[config.mk]
export PLATFORM = sky130hd
export DESIGN_NAME = rtc_regs
export DESIGN_NICKNAME = d
export VERILOG_FILES = /design/src/rtc_pkg.sv /design/src/rtc_ack_if.sv /design/src/rtc_ack_tracker.sv /design/src/rtc_regs.sv
export SDC_FILE = /design/constraint.sdc
export NUM_CORES = 1
export LEC_CHECK = 0
export ABC_AREA = 1
export BUFFER_PORTS_ARGS = -buffer_cell sky130_fd_sc_hd__clkbuf_2
export CAP_MARGIN = 5
export CORE_ASPECT_RATIO = 1.75
export CORE_MARGIN = 2
export CORE_UTILIZATION = 47
export CTS_CLUSTER_SIZE = 10
export DETAILED_ROUTE_END_ITERATION = 16
export PLACE_DENSITY_LB_ADDON = 0.12
export SLEW_MARGIN = 20
export SYNTH_ARGS = -nofsm -noshare
export SYNTH_HDL_FRONTEND = slang
export SYNTH_SLANG_ARGS = --single-unit
export TNS_END_PERCENT = 1
[constraint.sdc]
create_clock -name CORE_CLK -period 1.7 [get_ports CORE_CLK]
set_clock_uncertainty 0.1 [all_clocks]
set_input_delay 0.425 -clock CORE_CLK [delete_from_list [all_inputs] [get_ports CORE_CLK]]
set_output_delay 0.425 -clock CORE_CLK [all_outputs]
set_load 0.02 [all_outputs]
[src/rtc_pkg.sv]
// constants and types shared by the realm translation control register bank
package rtc_pkg;

  // ==========================================================================
  // bus geometry
  localparam int ADDR_W = 12;
  localparam int DATA_W = 32;
  typedef logic [DATA_W-1:0] rtc_word_t;
  typedef logic [ADDR_W-1:0] rtc_addr_t;
  localparam rtc_word_t WORD_ZERO = 32'h00000000;

  // ==========================================================================
  // register offsets inside the realm page
  localparam rtc_addr_t OFF_CONTROL = 12'h020;
  localparam rtc_addr_t OFF_ACK = 12'h024;
  localparam rtc_addr_t OFF_ATTR = 12'h028;
  localparam rtc_addr_t OFF_CTRL2 = 12'h02C;

  // ==========================================================================
  // enable and acknowledge bit positions
  localparam int NUM_EN = 4;
  localparam int BIT_GLOBAL = 0;
  localparam int BIT_PRQ = 1;
  localparam int BIT_FAULT = 2;
  localparam int BIT_CMD = 3;
  typedef logic [NUM_EN-1:0] rtc_en_t;
  localparam rtc_en_t EN_ZERO = 4'h0;
  localparam rtc_en_t EN_ALL = 4'hF;
  localparam rtc_en_t EN_PRQ_MASK = 4'h2;
  localparam rtc_en_t RING_EN_MASK = 4'hE;

  // ==========================================================================
  // memory attribute field layout
  localparam int FIELD_W = 2;
  localparam int ATTR_W = 12;
  localparam int POS_SSH = 10;
  localparam int POS_SOC = 8;
  localparam int POS_SIC = 6;
  localparam int POS_RSH = 4;
  localparam int POS_ROC = 2;
  localparam int POS_RIC = 0;
  typedef logic [ATTR_W-1:0] rtc_attr_t;
  localparam rtc_attr_t ATTR_RESET = 12'h000;

  // ==========================================================================
  // second control register
  localparam int CTRL2_W = 4;
  typedef logic [CTRL2_W-1:0] rtc_ctrl2_t;
  localparam rtc_ctrl2_t CTRL2_RESET = 4'h0;

  // ==========================================================================
  // attribute encodings
  typedef enum logic [1:0] {
    SH_NON = 2'h0,
    SH_RSVD = 2'h1,
    SH_OUTER = 2'h2,
    SH_INNER = 2'h3
  } rtc_share_t;
  typedef enum logic [1:0] {
    CA_NC = 2'h0,
    CA_WB = 2'h1,
    CA_WT = 2'h2,
    CA_RSVD = 2'h3
  } rtc_cache_t;
  localparam int HINT_W = 2;
  localparam int NUM_RINGS = 3;
  localparam logic [HINT_W-1:0] HINT_NONE = 2'h0;

  // ==========================================================================
  // enable transition timing
  localparam int TRANSITION_NS = 16;
  localparam int CLK_MHZ = 250;
  localparam int TRANSITION_CYCLES = (TRANSITION_NS * CLK_MHZ + 999) / 1000;

endpackage : rtc_pkg

[src/rtc_ack_if.sv]
// enable request and acknowledge bundle between control and tracker
`timescale 1ns/1ps
`default_nettype none

interface rtc_ack_if;
  // requested enables from software, acknowledged copies from the tracker
  rtc_pkg::rtc_en_t enable_req;
  rtc_pkg::rtc_en_t enable_ack;
  modport ctrl (output enable_req, input enable_ack);
  modport trk (input enable_req, output enable_ack);
endinterface : rtc_ack_if

`default_nettype wire

[src/rtc_ack_tracker.sv]
// per-enable transition timer that copies a settled enable into its ack
`timescale 1ns/1ps
`default_nettype none

module rtc_ack_tracker #(
  parameter int CYCLES = rtc_pkg::TRANSITION_CYCLES
) (
  input wire logic clk,
  input wire logic reset_n,
  rtc_ack_if.trk link
);

  localparam int CNT_W = (CYCLES > 1) ? $clog2(CYCLES) : 1;
  localparam logic [CNT_W-1:0] CNT_ZERO = '0;
  localparam logic [CNT_W-1:0] CNT_LAST = CNT_W'(CYCLES - 1);
  localparam logic [CNT_W-1:0] CNT_ONE = CNT_W'(1);

  // ==========================================================================
  // one timer per enable; a request that reverts early restarts the wait
  genvar g;
  generate
    for (g = 0; g < rtc_pkg::NUM_EN; g++) begin : g_track
      logic [CNT_W-1:0] count;
      logic ack;
      wire pending = link.enable_req[g] != ack;
      wire done = pending && (count == CNT_LAST);
      // ack only moves once the transition time has elapsed
      always_ff @(posedge clk) begin
        if (!reset_n) begin
          count <= CNT_ZERO;
          ack <= 1'b0;
        end else if (done) begin
          count <= CNT_ZERO;
          ack <= link.enable_req[g];
        end else if (pending) begin
          count <= count + CNT_ONE;
        end else begin
          count <= CNT_ZERO;
        end
      end
      assign link.enable_ack[g] = ack;
    end
  endgenerate

endmodule : rtc_ack_tracker

`default_nettype wire

[src/rtc_regs.sv]
// realm translation control register bank: enables, acks and attributes
//
// Overview of operation
// - page request ack bit reported when supported
// - global enable ack in bit 0, reset 0
// - acknowledge register at 0x24, read only
// - non realm non root access reads zero
// - structure shareability decode, reserved means non-shareable
// - structure non-cacheable forces outer shareable (here only when both raw codes are NC; reserved codes keep their share field)
// - structure outer cacheability decode, reserved non-cacheable
// - structure inner cacheability decode, reserved non-cacheable
// - structure fields locked unless global enable idle
// - ring shareability decode, reserved means non-shareable
// - ring non-cacheable forces outer shareable (here only when both raw codes are NC; reserved codes keep their share field)
// - ring outer cacheability decode, reserved non-cacheable
// - ring inner cacheability decode, reserved non-cacheable
// - ring fields locked unless all rings idle
// - attribute reset uses preset values when fixed
// - structure attrs for tables, ring attrs for queues
// - allocation hints dropped for non-cacheable memory
// - unsupported memory type aborts, fetch fault raised
// - attribute register at 0x28, read write
// - enable change acknowledged after its transition
//
// Decided for this implementation: the plain strobed port.
`timescale 1ns/1ps
`default_nettype none

module rtc_regs #(
  parameter bit PRQ_SUPPORTED = 1'b1,
  parameter bit EXT_RINGS_PRESENT = 1'b0,
  parameter int NUM_EXT_RINGS = 1,
  parameter bit STRUCT_ATTRS_FIXED = 1'b0,
  parameter bit RING_ATTRS_FIXED = 1'b0,
  parameter rtc_pkg::rtc_attr_t ATTR_PRESET = rtc_pkg::ATTR_RESET,
  parameter bit WB_SUPPORTED = 1'b1,
  parameter bit WT_SUPPORTED = 1'b1
) (
  input wire logic CORE_CLK,
  input wire logic RESET_N,
  input wire rtc_pkg::rtc_addr_t REG_ADDR,
  input wire rtc_pkg::rtc_word_t REG_WDATA,
  input wire logic REG_WR,
  input wire logic REG_RD,
  input wire logic ACCESS_REALM,
  input wire logic ACCESS_ROOT,
  output rtc_pkg::rtc_word_t REG_RDATA,
  input wire logic [NUM_EXT_RINGS-1:0] EXT_RING_ENABLE,
  input wire logic [NUM_EXT_RINGS-1:0] EXT_RING_ENABLE_ACK,
  input wire logic [rtc_pkg::HINT_W-1:0] STRUCT_ALLOC_HINT,
  input wire logic [rtc_pkg::NUM_RINGS*rtc_pkg::HINT_W-1:0] RING_ALLOC_HINT,
  input wire logic STRUCT_FETCH_REQ,
  output rtc_pkg::rtc_en_t ENABLE_ACK,
  output rtc_pkg::rtc_share_t STRUCT_SHARE,
  output rtc_pkg::rtc_cache_t STRUCT_OUTER,
  output rtc_pkg::rtc_cache_t STRUCT_INNER,
  output rtc_pkg::rtc_share_t RING_SHARE,
  output rtc_pkg::rtc_cache_t RING_OUTER,
  output rtc_pkg::rtc_cache_t RING_INNER,
  output logic [rtc_pkg::HINT_W-1:0] STRUCT_HINT_EFF,
  output logic [rtc_pkg::NUM_RINGS*rtc_pkg::HINT_W-1:0] RING_HINT_EFF,
  output logic STREAM_TABLE_FETCH_FAULT,
  output logic RING_ACCESS_ABORT
);

  // ==========================================================================
  // decode helpers, each used for both structure and ring fields
  function automatic rtc_pkg::rtc_cache_t cache_eff(
    input logic [rtc_pkg::FIELD_W-1:0] raw
  );
    rtc_pkg::rtc_cache_t c;
    c = rtc_pkg::rtc_cache_t'(raw);
    cache_eff = (c == rtc_pkg::CA_RSVD) ? rtc_pkg::CA_NC : c;
  endfunction : cache_eff

  function automatic rtc_pkg::rtc_share_t share_eff(
    input logic [rtc_pkg::FIELD_W-1:0] sh,
    input logic [rtc_pkg::FIELD_W-1:0] oc,
    input logic [rtc_pkg::FIELD_W-1:0] ic
  );
    rtc_pkg::rtc_share_t s;
    s = rtc_pkg::rtc_share_t'(sh);
    if (oc == rtc_pkg::CA_NC && ic == rtc_pkg::CA_NC) begin
      share_eff = rtc_pkg::SH_OUTER;
    end else if (s == rtc_pkg::SH_RSVD) begin
      share_eff = rtc_pkg::SH_NON;
    end else begin
      share_eff = s;
    end
  endfunction : share_eff

  function automatic logic type_unsupported(
    input rtc_pkg::rtc_cache_t c
  );
    type_unsupported = (c == rtc_pkg::CA_WB && !WB_SUPPORTED) ||
                       (c == rtc_pkg::CA_WT && !WT_SUPPORTED);
  endfunction : type_unsupported

  // one attribute field picked out of the stored word
  function automatic logic [rtc_pkg::FIELD_W-1:0] field_at(
    input rtc_pkg::rtc_attr_t word,
    input int pos
  );
    field_at = word[pos +: rtc_pkg::FIELD_W];
  endfunction : field_at

  // ==========================================================================
  // state
  // enables live here; the tracker only ever sees a copy of them
  rtc_pkg::rtc_en_t control_en;
  rtc_pkg::rtc_attr_t attr;
  rtc_pkg::rtc_ctrl2_t ctrl2;
  rtc_ack_if ack_link ();

  rtc_ack_tracker #(
    .CYCLES(rtc_pkg::TRANSITION_CYCLES)
  ) u_tracker (
    .clk(CORE_CLK),
    .reset_n(RESET_N),
    .link(ack_link.trk)
  );

  // requested enables start a transition in the tracker
  assign ack_link.enable_req = control_en;

  // ==========================================================================
  // access decode
  // permission is judged per strobe; a refused read still answers zero
  wire permitted = ACCESS_REALM | ACCESS_ROOT;
  wire wr_ok = REG_WR & permitted;
  wire rd_ok = REG_RD & permitted;
  wire hit_control = REG_ADDR == rtc_pkg::OFF_CONTROL;
  wire hit_ack = REG_ADDR == rtc_pkg::OFF_ACK;
  wire hit_attr = REG_ADDR == rtc_pkg::OFF_ATTR;
  wire hit_ctrl2 = REG_ADDR == rtc_pkg::OFF_CTRL2;

  // unsupported page requests keep that bit stuck at zero
  localparam rtc_pkg::rtc_en_t EN_IMPL =
    PRQ_SUPPORTED ? rtc_pkg::EN_ALL : ~rtc_pkg::EN_PRQ_MASK;
  wire rtc_pkg::rtc_en_t ack_view =
    ack_link.enable_ack & EN_IMPL;

  // ==========================================================================
  // field lock conditions
  // request and ack are both looked at, so a write that races an enable
  // which is still settling is refused rather than half applied
  // structure fields and the second control register follow the global pair
  wire struct_unlocked = !control_en[rtc_pkg::BIT_GLOBAL] &&
                         !ack_view[rtc_pkg::BIT_GLOBAL];
  // extended rings only count when they exist
  wire ext_idle = !EXT_RINGS_PRESENT ||
                  (!(|EXT_RING_ENABLE) && !(|EXT_RING_ENABLE_ACK));
  wire ring_unlocked = !(|(control_en & rtc_pkg::RING_EN_MASK)) &&
                       !(|(ack_view & rtc_pkg::RING_EN_MASK)) &&
                       ext_idle;

  // ==========================================================================
  // field group masks, built from the layout so a moved field follows
  localparam rtc_pkg::rtc_attr_t FIELD_ONES =
    rtc_pkg::rtc_attr_t'({rtc_pkg::FIELD_W{1'b1}});
  localparam rtc_pkg::rtc_attr_t STRUCT_MASK =
    (FIELD_ONES << rtc_pkg::POS_SSH) |
    (FIELD_ONES << rtc_pkg::POS_SOC) |
    (FIELD_ONES << rtc_pkg::POS_SIC);
  localparam rtc_pkg::rtc_attr_t RING_MASK =
    (FIELD_ONES << rtc_pkg::POS_RSH) |
    (FIELD_ONES << rtc_pkg::POS_ROC) |
    (FIELD_ONES << rtc_pkg::POS_RIC);
  localparam rtc_pkg::rtc_attr_t NO_BITS = '0;

  // ==========================================================================
  // next values for the writable registers
  // only the low attribute bits are stored, so reserved bits drop out
  wire rtc_pkg::rtc_attr_t wr_attr =
    REG_WDATA[rtc_pkg::ATTR_W-1:0];
  wire rtc_pkg::rtc_attr_t struct_mask = STRUCT_MASK;
  wire rtc_pkg::rtc_attr_t ring_mask = RING_MASK;
  wire rtc_pkg::rtc_attr_t write_mask =
    (struct_unlocked ? struct_mask : NO_BITS) |
    (ring_unlocked ? ring_mask : NO_BITS);
  wire attr_we = wr_ok && hit_attr;
  wire rtc_pkg::rtc_attr_t next_attr =
    attr_we ? ((wr_attr & write_mask) | (attr & ~write_mask)) : attr;

  wire control_we = wr_ok && hit_control;
  wire rtc_pkg::rtc_en_t next_control_en =
    control_we ? (REG_WDATA[rtc_pkg::NUM_EN-1:0] & EN_IMPL) : control_en;

  // a write landing mid-transition of the global enable is ignored
  wire ctrl2_we = wr_ok && hit_ctrl2 && struct_unlocked;
  wire rtc_pkg::rtc_ctrl2_t next_ctrl2 =
    ctrl2_we ? REG_WDATA[rtc_pkg::CTRL2_W-1:0] : ctrl2;

  // ==========================================================================
  // read mux; the ack register has no write path at all
  // unmapped offsets fall through to zero rather than aliasing
  wire rtc_pkg::rtc_word_t rd_value =
    hit_control ? rtc_pkg::rtc_word_t'(control_en) :
    hit_ack ? rtc_pkg::rtc_word_t'(ack_view) :
    hit_attr ? rtc_pkg::rtc_word_t'(attr) :
    hit_ctrl2 ? rtc_pkg::rtc_word_t'(ctrl2) :
    rtc_pkg::WORD_ZERO;
  wire rtc_pkg::rtc_word_t next_rdata =
    rd_ok ? rd_value : rtc_pkg::WORD_ZERO;

  // ==========================================================================
  // field extraction
  wire [rtc_pkg::FIELD_W-1:0] f_ssh = field_at(attr, rtc_pkg::POS_SSH);
  wire [rtc_pkg::FIELD_W-1:0] f_soc = field_at(attr, rtc_pkg::POS_SOC);
  wire [rtc_pkg::FIELD_W-1:0] f_sic = field_at(attr, rtc_pkg::POS_SIC);
  wire [rtc_pkg::FIELD_W-1:0] f_rsh = field_at(attr, rtc_pkg::POS_RSH);
  wire [rtc_pkg::FIELD_W-1:0] f_roc = field_at(attr, rtc_pkg::POS_ROC);
  wire [rtc_pkg::FIELD_W-1:0] f_ric = field_at(attr, rtc_pkg::POS_RIC);

  // ==========================================================================
  // effective attributes seen by the fetch logic
  wire rtc_pkg::rtc_cache_t s_outer = cache_eff(f_soc);
  wire rtc_pkg::rtc_cache_t s_inner = cache_eff(f_sic);
  wire rtc_pkg::rtc_share_t s_share =
    share_eff(f_ssh, f_soc, f_sic);
  wire rtc_pkg::rtc_cache_t r_outer = cache_eff(f_roc);
  wire rtc_pkg::rtc_cache_t r_inner = cache_eff(f_ric);
  wire rtc_pkg::rtc_share_t r_share =
    share_eff(f_rsh, f_roc, f_ric);

  // hints only mean something when some level caches the data
  wire s_cacheable = (s_outer != rtc_pkg::CA_NC) ||
                     (s_inner != rtc_pkg::CA_NC);
  wire r_cacheable = (r_outer != rtc_pkg::CA_NC) ||
                     (r_inner != rtc_pkg::CA_NC);
  wire [rtc_pkg::HINT_W-1:0] next_s_hint =
    s_cacheable ? STRUCT_ALLOC_HINT : rtc_pkg::HINT_NONE;
  wire [rtc_pkg::NUM_RINGS*rtc_pkg::HINT_W-1:0] next_r_hint =
    r_cacheable ? RING_ALLOC_HINT : '0;

  // memory types the fabric cannot serve are turned into aborts
  wire s_unsupported = type_unsupported(s_outer) || type_unsupported(s_inner);
  wire r_unsupported = type_unsupported(r_outer) || type_unsupported(r_inner);
  wire next_fetch_fault = STRUCT_FETCH_REQ && s_unsupported;

  // ==========================================================================
  // attribute reset value; when not fixed a defined zero stands in for unknown
  localparam rtc_pkg::rtc_attr_t STRUCT_RESET =
    STRUCT_ATTRS_FIXED ? ATTR_PRESET : rtc_pkg::ATTR_RESET;
  localparam rtc_pkg::rtc_attr_t RING_RESET =
    RING_ATTRS_FIXED ? ATTR_PRESET : rtc_pkg::ATTR_RESET;
  localparam rtc_pkg::rtc_attr_t ATTR_INIT =
    (STRUCT_RESET & STRUCT_MASK) | (RING_RESET & RING_MASK);

  // ==========================================================================
  // software visible registers, one short process each
  // enables come up clear so every internal ring starts idle and, with the extended rings idle, unlocked
  always_ff @(posedge CORE_CLK) begin
    if (!RESET_N) begin
      control_en <= rtc_pkg::EN_ZERO;
    end else begin
      control_en <= next_control_en;
    end
  end

  // attribute word; locked fields are merged back in next_attr
  always_ff @(posedge CORE_CLK) begin
    if (!RESET_N) begin
      attr <= ATTR_INIT;
    end else begin
      attr <= next_attr;
    end
  end

  // second control register, guarded by the global enable pair
  always_ff @(posedge CORE_CLK) begin
    if (!RESET_N) begin
      ctrl2 <= rtc_pkg::CTRL2_RESET;
    end else begin
      ctrl2 <= next_ctrl2;
    end
  end

  // read data stands for one cycle after the strobe, zero otherwise
  always_ff @(posedge CORE_CLK) begin
    if (!RESET_N) begin
      REG_RDATA <= rtc_pkg::WORD_ZERO;
    end else begin
      REG_RDATA <= next_rdata;
    end
  end

  // ==========================================================================
  // registered outputs toward the table walker and queue engines
  // one extra flop keeps outputs clean at the cost of a cycle of latency
  always_ff @(posedge CORE_CLK) begin
    if (!RESET_N) begin
      ENABLE_ACK <= rtc_pkg::EN_ZERO;
    end else begin
      ENABLE_ACK <= ack_view;
    end
  end

  // structure fetch attributes
  always_ff @(posedge CORE_CLK) begin
    if (!RESET_N) begin
      STRUCT_SHARE <= rtc_pkg::SH_NON;
      STRUCT_OUTER <= rtc_pkg::CA_NC;
      STRUCT_INNER <= rtc_pkg::CA_NC;
    end else begin
      STRUCT_SHARE <= s_share;
      STRUCT_OUTER <= s_outer;
      STRUCT_INNER <= s_inner;
    end
  end

  // ring access attributes
  always_ff @(posedge CORE_CLK) begin
    if (!RESET_N) begin
      RING_SHARE <= rtc_pkg::SH_NON;
      RING_OUTER <= rtc_pkg::CA_NC;
      RING_INNER <= rtc_pkg::CA_NC;
    end else begin
      RING_SHARE <= r_share;
      RING_OUTER <= r_outer;
      RING_INNER <= r_inner;
    end
  end

  // allocation hints, cleared for non-cacheable memory
  always_ff @(posedge CORE_CLK) begin
    if (!RESET_N) begin
      STRUCT_HINT_EFF <= rtc_pkg::HINT_NONE;
      RING_HINT_EFF <= '0;
    end else begin
      STRUCT_HINT_EFF <= next_s_hint;
      RING_HINT_EFF <= next_r_hint;
    end
  end

  // abort indications; the fetch fault follows STRUCT_FETCH_REQ one cycle later, for as long as it is held and the structure memory type is unsupported
  always_ff @(posedge CORE_CLK) begin
    if (!RESET_N) begin
      STREAM_TABLE_FETCH_FAULT <= 1'b0;
      RING_ACCESS_ABORT <= 1'b0;
    end else begin
      STREAM_TABLE_FETCH_FAULT <= next_fetch_fault;
      RING_ACCESS_ABORT <= r_unsupported;
    end
  end

endmodule : rtc_regs

`default_nettype wire

Yosys cells after proc, flatten, opt, wreduce, memory -nomap -nowiden. Cells that the tools add are included.

Add/sub/neg operators: 4. Equality and inequality tests: 18. Mux-type cells: 14. Bitwise logic cells: 14. Reduce and logical (&&, ||, !) cells: 39.

Operator list (count): $eq 12x6->1 const B (4); $and 12x12->12 (2); $mux 12 (2); $reduce_or 3->1 (8); $eq 2x2->1 const B (8); $mux 2 (8); $logic_and 1x1->1 (12); $mux 4 (3); $not 12->12 (1); $or 12x12->12 (1); $or 12x6->12 (1); $add 2x1->2 const B (4); $logic_not 2->1 (4); $reduce_bool 2->1 (4); $mux 6 (1); $not 1->1 (6); $reduce_and 2->1 (3); $reduce_or 5->1 (1); $eq 2x1->1 const B (2); $logic_not 1->1 (4); $ne 1x1->1 (4); $reduce_or 4->1 (1); $and 1x1->1 (2); $logic_or 1x1->1 (2); $or 1x1->1 (1).

Flip-flop bits (word level): 88. Output and inout port bits: 58. Word-level logic and storage cells: 114.

Logic depth before layout (Yosys ltp). Gate-level depths: netlist of run 1.

Depth after elaboration: 8. Depth in mapped cells: 11.

Modules after synthesis. A second synthesis of run 1 with hierarchy kept.

Cells, all modules: 398. Area total of the unflattened synthesis: 2987.9 um^2.

By module, submodules not included: rtc_regs (instances 1, cells an instance 333, area an instance 2483.6 um^2, seq. area each 1121.1 um^2); rtc_ack_tracker (instances 1, cells an instance 65, area an instance 504.2 um^2, seq. area each 240.2 um^2).

Worst setup path after synthesis of run 1. OpenSTA, ideal clock, no wires.

Kind: input to register. Start: input REG_ADDR[11]. End: register REG_RDATA[0]. Setup time: 0.117 ns. Data arrival time: 1.206 ns. Setup slack: 0.277 ns. Cell stages on the path: 7. Buffers on the path: 1. Cells stage by stage: nor2_1 nand2_1 nor2_4 buf_4 nand2_2 o21ai_0 nor2_1.

Word-level cells in the longest chain between the ends: 5. Elaborated cells on any way between the ends: 8. Classes of those cells: 4 x eq/ne; 4 x mux.

Ends and longest elaborated chain: start: declaration (RTL line rtc_regs.sv:41) `input wire rtc_pkg::rtc_addr_t REG_ADDR,`; $eq 12x6->1 (RTL line rtc_regs.sv:135) `wire hit_ctrl2 = REG_ADDR == rtc_pkg::OFF_CTRL2;`; $mux 4 (RTL line rtc_regs.sv:201) `hit_ctrl2 ? rtc_pkg::rtc_word_t'(ctrl2) :`; $mux 12 (RTL line rtc_regs.sv:200) `hit_attr ? rtc_pkg::rtc_word_t'(attr) :`; $mux 4 (RTL line rtc_regs.sv:199) `hit_ack ? rtc_pkg::rtc_word_t'(ack_view) :`; $mux 4 (*) (RTL line rtc_regs.sv:198) `hit_control ? rtc_pkg::rtc_word_t'(control_en) :`; end signal: assignment (RTL line rtc_regs.sv:282) `REG_RDATA <= rtc_pkg::WORD_ZERO;`; end signal: assignment (RTL line rtc_regs.sv:284) `REG_RDATA <= next_rdata;`; end: declaration (RTL line rtc_regs.sv:47) `output rtc_pkg::rtc_word_t REG_RDATA,`.

Mark *: on every way between the ends. The rest lies on a longest branch, timed or not. A chain may end at the register's enable or synchronous reset.

==> metrics.md, run 1 <==
| Metric | Value |
|---|---|
| Clock sinks | `68` |
| WHS Endpoint | `RING_HINT_EFF[1]` |
| Reg-to-Reg Start | `u_tracker.g_track[0].ack` |
| Final ANT Viol Nets | `0` |
| Nets | `526` |
| DP HPWL | `4180 um` |
| Vias in the first global route | `2151` |
| Routed wire length | `5500 um` |
| EDFF count, synth | `0` |
| Cell family with most CP delay | `simple AND/OR/NAND/NOR gates` |
| Mapped Avg Cell Area | `7.90 um2` |
| Layout area overhead | `22.8%` |
| Total gr overflow | `0` |
| Initial antenna violation count | `0` |
| Yosys Warn Count | `0` |
| CP required | `1840 ps` |
| Hold crit path type | `in -> reg` |
| Clock transition at the registers of the reported paths | `70 ps` |
| Seq cells post-synth | `68` |
| Achievable Freq | `683 MHz` |
| Largest stage delay on the critical path | `340 ps` |
| Worst path cell trace | `inv_1 -> ha_1 -> nor3b_2 -> nand2_2 -> nor2_1 -> nor2_1` |
| Synth cell count leaders | `74 x nor2_1, 68 x dfxtp_1, 51 x nand2_1` |
| Post-Synthesis Cells | `358` |
| Root Driver | `clkbuf_8` |
| CP Class | `reg -> reg` |
| ANT cells | `0` |
| Most frequent cell after synthesis | `nor2_1` |
| Final Setup Violations | `0` |
| Status | `finished clean` |
| Shortest period the worst path allows | `1460 ps` |
| Maximum VDD drop | `0.484 mV` |
| Wire per inst | `10.4 um` |
| Initial DRC count | `79` |
| Layout cells sized above 1 | `25.0%` |
| Largest net degree at the start of global routing | `27` |
| Die Height | `107 um` |
| CP endpoint kind | `register` |
| Final Cell Area | `3470 um2` |
| Cell taking the most area after synthesis | `dfxtp_1` |
| Vias post-DR | `2327` |
| Total die area | `6670 um2` |
| Post-CTS Setup Bufs | `0` |
| CTS tree | `yes` |
| Drt drc | `0` |
| CTS Buf Count | `9` |
| Later-pin clock latency in the skew report | `350 ps` |
| Max Slew Vio Count | `0` |
| Setup TNS | `0 ps` |
| Routability cong. | `0.822` |
| Seq. cell area | `1360 um2` |
| Pleak | `0.00184 uW` |
| First-pass GRT wire length | `9230 um` |
| Footprint of the multi-input gates | `1140 um2` |
| Post-synthesis async set-or-reset flop share | `0%` |
| Starting Density | `48.5%` |
| Crit path DAT | `1600 ps` |
| Reg2Reg Depth | `6` |
| Pwr per Cell Area | `889 nW/um2` |
| Core area | `5830 um2` |
| Sequential share of the synthesized area | `48.2%` |
| Mapped Area | `2830 um2` |
| Clk buf depth | `2` |
| Hold_sp | `RING_ALLOC_HINT[1]` |
| Buf+Inv Stages, Crit Path | `1` |
| Die W | `62.6 um` |
| Hold Path Depth | `3` |
| Htree depth | `3` |
| CP most frequent cell | `nor2_1` |
| Fillers | `573` |
| Slowest-stage cell, CP | `dfxtp_1` |
| Area share of the largest cell type after synthesis | `48.2%` |
| Aggregate global-route resource usage | `17.9%` |
| Type of origin of the critical path | `register` |
| Final period util | `86.1%` |
| RSZ-0062 raised after global routing | `no` |
| Placed cell areas | `3270 um2` |
| Worst-path maximum fanout | `12` |
| I/O Buffers | `73` |
| Ranking of synthesized cells by area | `dfxtp_1 48%, nor2_1 9.8%, ha_1 7.5%` |
| Maxcap violations | `0` |
| Ys flop type | `dfxtp_1` |
| Reg2reg setup slack | `240 ps` |
| Synth unique cells | `26` |
| Number of vias per cell | `4.39` |
| Hold Vio Cnt, Final | `0` |
| Num rows | `37` |
| I/O pins | `119` |
| DRT Pass-1 Iters | `4` |
[final cells by class]
cell class	instances	area share, %
inverters	55	5.98
multi-input cells	228	32.7
clock buffers	15	5.95
flip-flops and latches	68	39.2
repair buffers	86	13.3
well taps	78	2.81
[metrics by stage]
step                power [uW]  worst slack, ps  util (%)  hold WS [ps]  instances
finish                    3080              237      59.5           163        530
global route              3200             78.4      59.5           164        530
floorplan                 1760              277         -           297        379
detailed placement        1790             56.0      56.0           312        515
CTS                       3120             45.9      59.5           148        530
global placement          1790             81.8      56.0           306        515
[metal layers]
| layer | part of all wire (%) | GRT usage [%] |
|---|---|---|
| met5 | 0 | 0 |
| met4 | 2.7 | 9.68 |
| met3 | 6.1 | 5.46 |
| met2 | 52 | 32.9 |
| met1 | 39 | 17.6 |
[where the power goes]
part | switching, uW | leakage [uW] | total [uW] | internal (uW)
clock | 565 | 0.000108 | 1330 | 762
combinational | 109 | 0.00118 | 163 | 53.2
sequential | 0.629 | 0.000548 | 1600 | 1600
total | 675 | 0.00184 | 3080 | 2410
[cell usage in the layout, fill, tap and decap left out]
cell      instances
clkinv_1          1
ha_1             17
conb_1           22
nand3_1          15
nor2_1           74
nor3_1            9
a211oi_1          3
nand2_2           2
inv_2             3
mux2i_1           1
nand2_1          51
nor2_4            1
o21ai_0          18
o21ai_1           1
clkinv_2          1
dfxtp_1          68
o31ai_1           2
nand2_4           1
clkbuf_2         73
buf_4            13
clkbuf_8         15
nand3_2           2
nor3b_2           1
inv_1            50
nor2_2            1
a21oi_1           7
[how the worst max path moves through the flow]
| stage | slack (ps) | start | cells past startpoint | end |
|---|---|---|---|---|
| 2_1_floorplan | 280 | REG_ADDR[11] | 7 | REG_RDATA[0] |
| 3_3_place_gp | 80 | REG_ADDR[9] | 8 | REG_RDATA[0] |
| 3_5_place_dp | 60 | REG_ADDR[11] | 9 | ctrl2[3] |
| 4_1_cts | 50 | register | 4 | RING_HINT_EFF[4] |
| 5_1_grt | 80 | u_tracker.g_track[0].ack | 7 | register |
| 6_report | 240 | u_tracker.g_track[0].ack | 6 | register |
[timing repair]
item / 4_1_cts / 5_1_grt
endpoints found under the setup margin: 0 / 6
endpoints found under the hold margin: 0 / 0
hold buffers: 0 / 0
resized for setup: 0 / 1
[tightest hold or removal path, delay by kind of cell]
family	cells	cell delay (ps)
buf+inv	2	120
simple gates	1	30
[cell families (layout without fill, tap and decap cells)]
family                   after synthesis  in the layout  share of synthesized area [%]
other                                  1             22                          0.133
AO/OA/AOI/OAI                         31             31                           5.93
buffers and inverters                 83            156                           14.4
flip-flops                            68             68                           48.2
multiplexers                           1              1                          0.354
AND/OR/NAND/NOR                      157            157                           23.5
adder cells (fa/ha/maj)               17             17                           7.53
Note: power is estimated with default switching activity, not from simulation.
==> inputs of run 2 (changes only) <==
--- a/config.mk
+++ b/config.mk
@@ -8,7 +8,6 @@
 export ABC_AREA = 1
 export BUFFER_PORTS_ARGS = -buffer_cell sky130_fd_sc_hd__clkbuf_2
 export CAP_MARGIN = 5
-export CORE_ASPECT_RATIO = 1.75
 export CORE_MARGIN = 2
 export CORE_UTILIZATION = 47
 export CTS_CLUSTER_SIZE = 10
==> constraint.sdc (replaced) <==
create_clock -name CORE_CLK -period 1.7 [get_ports CORE_CLK]
set_clock_uncertainty 0.1 [all_clocks]
set_input_delay 0.34 -clock CORE_CLK [delete_from_list [all_inputs] [get_ports CORE_CLK]]
set_output_delay 0.34 -clock CORE_CLK [all_outputs]
set_load 0.02 [all_outputs]
==> metrics.md, run 2 (synthesized netlist as in run 1, its figures left out) <==
| Metric | Value |
|---|---|
| Layout cells sized above 1 | `24.5%` |
| Final Cell Area | `3460 um2` |
| Placed cell areas | `3230 um2` |
| GRT met1 Usage | `21.7%` |
| Worst path cell trace | `inv_1 -> ha_1 -> nor3b_2 -> nand2_2 -> nand2_1 -> nand2_1 -> nor2_1` |
| Clk pwr share | `45.9%` |
| Final Setup Violations | `0` |
| RSZ-0062 raised after global routing | `no` |
| I/O pins | `119` |
| Non-filler cells in the finished layout | `524` |
| M3 GR Usage | `4.29%` |
| DRT Pass-1 Iters | `4` |
| Cell Int Power | `2510 uW` |
| Slowest-stage cell, CP | `dfxtp_1` |
| Wire per inst | `10.3 um` |
| Clk buf depth | `2` |
| CP required | `1880 ps` |
| CTS tree | `yes` |
| Post-CTS Setup Bufs | `0` |
| Net Sw Frac | `22.7%` |
| Maxcap violations | `0` |
| Combinational share of power | `5.0%` |
| Initial DRC count | `98` |
| Largest stage delay on the critical path | `350 ps` |
| Fillers | `553` |
| Starting Density | `48.3%` |
| Net load switching power | `737 uW` |
| Crit path DAT | `1700 ps` |
| Final ANT Viol Nets | `0` |
| Largest net degree at the start of global routing | `29` |
| PnR worst setup slack | `184 ps` |
| Root Driver | `clkbuf_8` |
| First-pass GRT wire length | `8780 um` |
| Routability cong. | `0.832` |
| Pleak | `0.00183 uW` |
| Met2 usage | `28.3%` |
| Max Slew Vio Count | `0` |
| CP endpoint kind | `register` |
| Initial antenna violation count | `0` |
| Core Util, Final | `59.1%` |
| Footprint of the multi-input gates | `1140 um2` |
| Achievable Freq | `660 MHz` |
| CP Class | `reg -> reg` |
| Cell family with most CP delay | `simple AND/OR/NAND/NOR gates` |
| Status | `finished clean` |
| Hold_buf cts | `0` |
| Hold Vio Cnt, Final | `0` |
| Pwr per Cell Area | `940 nW/um2` |
| CTS Buf Count | `9` |
| Maximum VDD drop | `0.508 mV` |
| Busiest layer in global routing | `met2` |
| CP most frequent cell | `nand2_1` |
| Most common cell after layout, fill and taps aside | `nor2_1` |
| Seq. cell area | `1360 um2` |
| Die Height | `81.6 um` |
| Post-CTS Resized | `0` |
| Number of vias per cell | `4.38` |
| Type of origin of the critical path | `register` |
| Core area | `5850 um2` |
| Buf+Inv Stages, Crit Path | `1` |
| Vias post-DR | `2294` |
| Shortest period the worst path allows | `1520 ps` |
| Die W | `81.6 um` |
| Layout area overhead | `22.3%` |
| Placed insts | `508` |
| Vias in the first global route | `2046` |
| I/O Buffers | `73` |
| Pre-CTS setup slack | `123 ps` |
| Drt drc | `0` |
| Flop pwr share | `49.1%` |
| Total gr overflow | `0` |
| Num rows | `28` |
| Worst-path maximum fanout | `12` |
| DP HPWL | `4050 um` |
| Later-pin clock latency in the skew report | `340 ps` |
| Hold crit path type | `in -> reg` |
| Aggregate global-route resource usage | `17.5%` |
| ANT cells | `0` |
| Nets | `522` |
| Most frequent cells in the layout | `74 x nor2_1, 73 x clkbuf_2, 68 x dfxtp_1` |
| Setup TNS | `0 ps` |
| Htree depth | `3` |
| Total die area | `6650 um2` |
| Final period util | `89.2%` |
| Clock transition at the registers of the reported paths | `70 ps` |
| Clock sinks | `68` |
| Routed wire length | `5400 um` |
==> run 2: cell types whose count changed in the layout (fill, tap and decap cells not counted), sizes merged <==
cell,previous run,this run
inv,53,54
clkinv,2,4
clkbuf,88,83
buf,13,9
clkinvlp,0,1
bufinv,0,2
==> run 2: worst register-to-register path: stages (launching register included) <==
cell and delay [ps]:
dfxtp_1 350, inv_1 80, ha_1 130, nor3b_2 310, nand2_2 230, nand2_1 110
nand2_1 50, nor2_1 90
==> run 2: layout make-up <==
cell class,count,share of cell area [%]
timing repair buffer,82,12.5
multi-input combinational,228,32.9
tap,75,2.72
inverter,55,6.01
clock inverter,6,2.50
sequential,68,39.4
clock buffer,10,3.98
==> run 2: power by group through the flow <==
stage | logic (uW) | registers, uW | clock network, uW
after floorplan | 129 | 1640 | 0
after global placement | 161 | 1630 | 0
after detailed placement | 162 | 1630 | 0
after CTS | 163 | 1590 | 1520
after global routing | 182 | 1590 | 1590
final | 163 | 1600 | 1490
==> run 2: metal layers <==
metal / wire length, um / share of wire, %
met4: 87 / 1.6
met2: 2430 / 45
met1: 2460 / 45
met5: 0 / 0
met3: 423 / 7.8
==> run 2: stage by stage <==
step | hold WS, ps | total power [uW]
after CTS | 84.3 | 3270
after global placement | 306 | 1790
after global routing | 77.1 | 3370
after detailed placement | 312 | 1790
after floorplan | 297 | 1760
final | 85.5 | 3250
==> run 2: worst paths after layout <==
check | start | endpoint | slack [ps] | cells past startpoint
max | u_tracker.g_track[0].ack | register | 180 | 7
min | RING_ALLOC_HINT[1] | RING_HINT_EFF[1] | 90 | 3
max reg2reg | u_tracker.g_track[0].ack | register | 180 | 7
min reg2reg | u_tracker.g_track[3].count[0] | u_tracker.g_track[3].count[0] | 320 | 1
==> inputs of run 3 (changes only) <==
--- a/config.mk
+++ b/config.mk
@@ -6,7 +6,7 @@
 export NUM_CORES = 1
 export LEC_CHECK = 0
 export ABC_AREA = 1
-export BUFFER_PORTS_ARGS = -buffer_cell sky130_fd_sc_hd__clkbuf_2
+export BUFFER_PORTS_ARGS = -buffer_cell sky130_fd_sc_hd__buf_2
 export CAP_MARGIN = 5
 export CORE_MARGIN = 2
 export CORE_UTILIZATION = 47
==> metrics.md, run 3 (synthesized netlist as in run 1, its figures left out) <==
| Metric | Value |
|---|---|
| Seq. cell area | `1360 um2` |
| Post-CTS Setup Bufs | `0` |
| Total gr overflow | `0` |
| CP required | `1880 ps` |
| Achievable Freq | `676 MHz` |
| Non-filler cells in the finished layout | `523` |
| Footprint of the multi-input gates | `1140 um2` |
| Initial DRC count | `59` |
| Cell family with most CP delay | `simple AND/OR/NAND/NOR gates` |
| Htree depth | `3` |
| RSZ-0062 raised after global routing | `no` |
| Final period util | `87.1%` |
| ANT cells | `0` |
| Root Driver | `clkbuf_8` |
| Number of vias per cell | `4.37` |
| Pleak | `0.00183 uW` |
| WHS Endpoint | `RING_HINT_EFF[5]` |
| R2R Path End | `ctrl2[1]` |
| Maxcap violations | `0` |
| CTS tree | `yes` |
| Drt drc | `0` |
| Layout area overhead | `21.1%` |
| Slowest-stage cell, CP | `dfxtp_1` |
| Num rows | `28` |
| Vias post-DR | `2286` |
| Reg2reg setup slack | `220 ps` |
| Die W | `81.6 um` |
| Wire per inst | `10.2 um` |
| Clock transition at the registers of the reported paths | `70 ps` |
| Final hold slack | `110 ps` |
| Reg2Reg Depth | `7` |
| Initial antenna violation count | `0` |
| Type of origin of the critical path | `register` |
| Hold Vio Cnt, Final | `0` |
| Worst path cell trace | `inv_1 -> ha_1 -> nor3b_2 -> nand3_2 -> nand2_1 -> nand2_1 -> nor2_1` |
| Total die area | `6650 um2` |
| Hold_buf cts | `0` |
| I/O pins | `119` |
| CP Class | `reg -> reg` |
| Buf+Inv Stages, Crit Path | `1` |
| Vias in the first global route | `2110` |
| Max Slew Vio Count | `0` |
| Final Setup Violations | `0` |
| DRT Pass-1 Iters | `4` |
| First-pass GRT wire length | `9030 um` |
| Setup TNS | `0 ps` |
| Hold crit path type | `in -> reg` |
| Fillers | `554` |
| Core area | `5850 um2` |
| Worst-path maximum fanout | `8` |
| Post-CTS Resized | `0` |
| Most frequent cells in the layout | `74 x nor2_1, 73 x buf_2, 68 x dfxtp_1` |
| Largest stage delay on the critical path | `340 ps` |
| Shortest period the worst path allows | `1480 ps` |
| Nets | `522` |
| CP most frequent cell | `nand2_1` |
| Most common cell after layout, fill and taps aside | `nor2_1` |
| Hold_sp | `RING_ALLOC_HINT[5]` |
| I/O Buffers | `73` |
| DP HPWL | `4000 um` |
| Starting Density | `48.3%` |
| Final ANT Viol Nets | `0` |
| Placed insts | `508` |
| Hold Path Depth | `3` |
| Largest net degree at the start of global routing | `39` |
| CTS Buf Count | `9` |
| Crit path DAT | `1660 ps` |
| Layout cells sized above 1 | `24.3%` |
| Status | `finished clean` |
| Routed wire length | `5350 um` |
| Later-pin clock latency in the skew report | `340 ps` |
| CP endpoint kind | `register` |
| Clock sinks | `68` |
| Maximum VDD drop | `0.561 mV` |
| Die Height | `81.6 um` |
| Aggregate global-route resource usage | `18.0%` |
| Routability cong. | `0.807` |
| Pwr per Cell Area | `888 nW/um2` |
| Clk buf depth | `2` |
| Reg-to-Reg Start | `u_tracker.g_track[0].ack` |
==> run 3: cell type report <==
| cell class | instances | area share [%] |
|---|---|---|
| Sequential cell | 68 | 39.8 |
| Multi-Input combinational cell | 228 | 33.2 |
| Timing Repair Buffer | 82 | 12.7 |
| Inverter | 55 | 6.07 |
| Clock buffer | 10 | 4.02 |
| Tap cell | 75 | 2.74 |
| Clock inverter | 5 | 1.54 |
==> run 3: worst max path at each step <==
stage / slack (ps) / cells past startpoint / end / start
3_3_place_gp: 120 / 8 / register / REG_ADDR[11]
4_1_cts: 200 / 7 / ctrl2[1] / ack_link.enable_req[0]
6_report: 220 / 7 / ctrl2[1] / u_tracker.g_track[0].ack
2_1_floorplan: 330 / 4 / RING_HINT_EFF[0] / register
3_5_place_dp: 90 / 9 / ctrl2[1] / REG_ADDR[11]
5_1_grt: 60 / 7 / register / u_tracker.g_track[1].ack
==> run 3: power breakdown <==
| group | internal (uW) | switching (uW) | total, uW |
|---|---|---|---|
| Combinational | 50.1 | 111 | 161 |
| Sequential | 1590 | 0.477 | 1600 |
| Clock | 701 | 580 | 1280 |
| Total | 2350 | 692 | 3040 |
==> run 3: worst register-to-register path: stages (launching register included) <==
cell and delay, ps:
dfxtp_1 340, inv_1 80, ha_1 130, nor3b_2 290, nand3_2 230, nand2_1 120
nand2_1 50, nor2_1 100
==> run 3: metrics by stage <==
stage                     power, uW  setup WS (ps)  utilization [%]  instance area (um2)
after floorplan                1760            333                -                 2910
after global placement         1790            121             55.2                 3230
after detailed placement       1790           85.1             55.2                 3230
after CTS                      3080            204             58.5                 3420
after global routing           3160           56.3             58.5                 3420
final                          3040            220             58.5                 3420
==> run 3: routing by layer <==
| metal | vias up | wire length (um) | GRT usage [%] |
|---|---|---|---|
| met5 | - | 0 | 0 |
| met4 | 0 | 71 | 6.61 |
| met3 | 7 | 405 | 6.48 |
| met2 | 72 | 2420 | 30.1 |
| met1 | 982 | 2460 | 21.2 |
| li1 | 1225 | - | - |
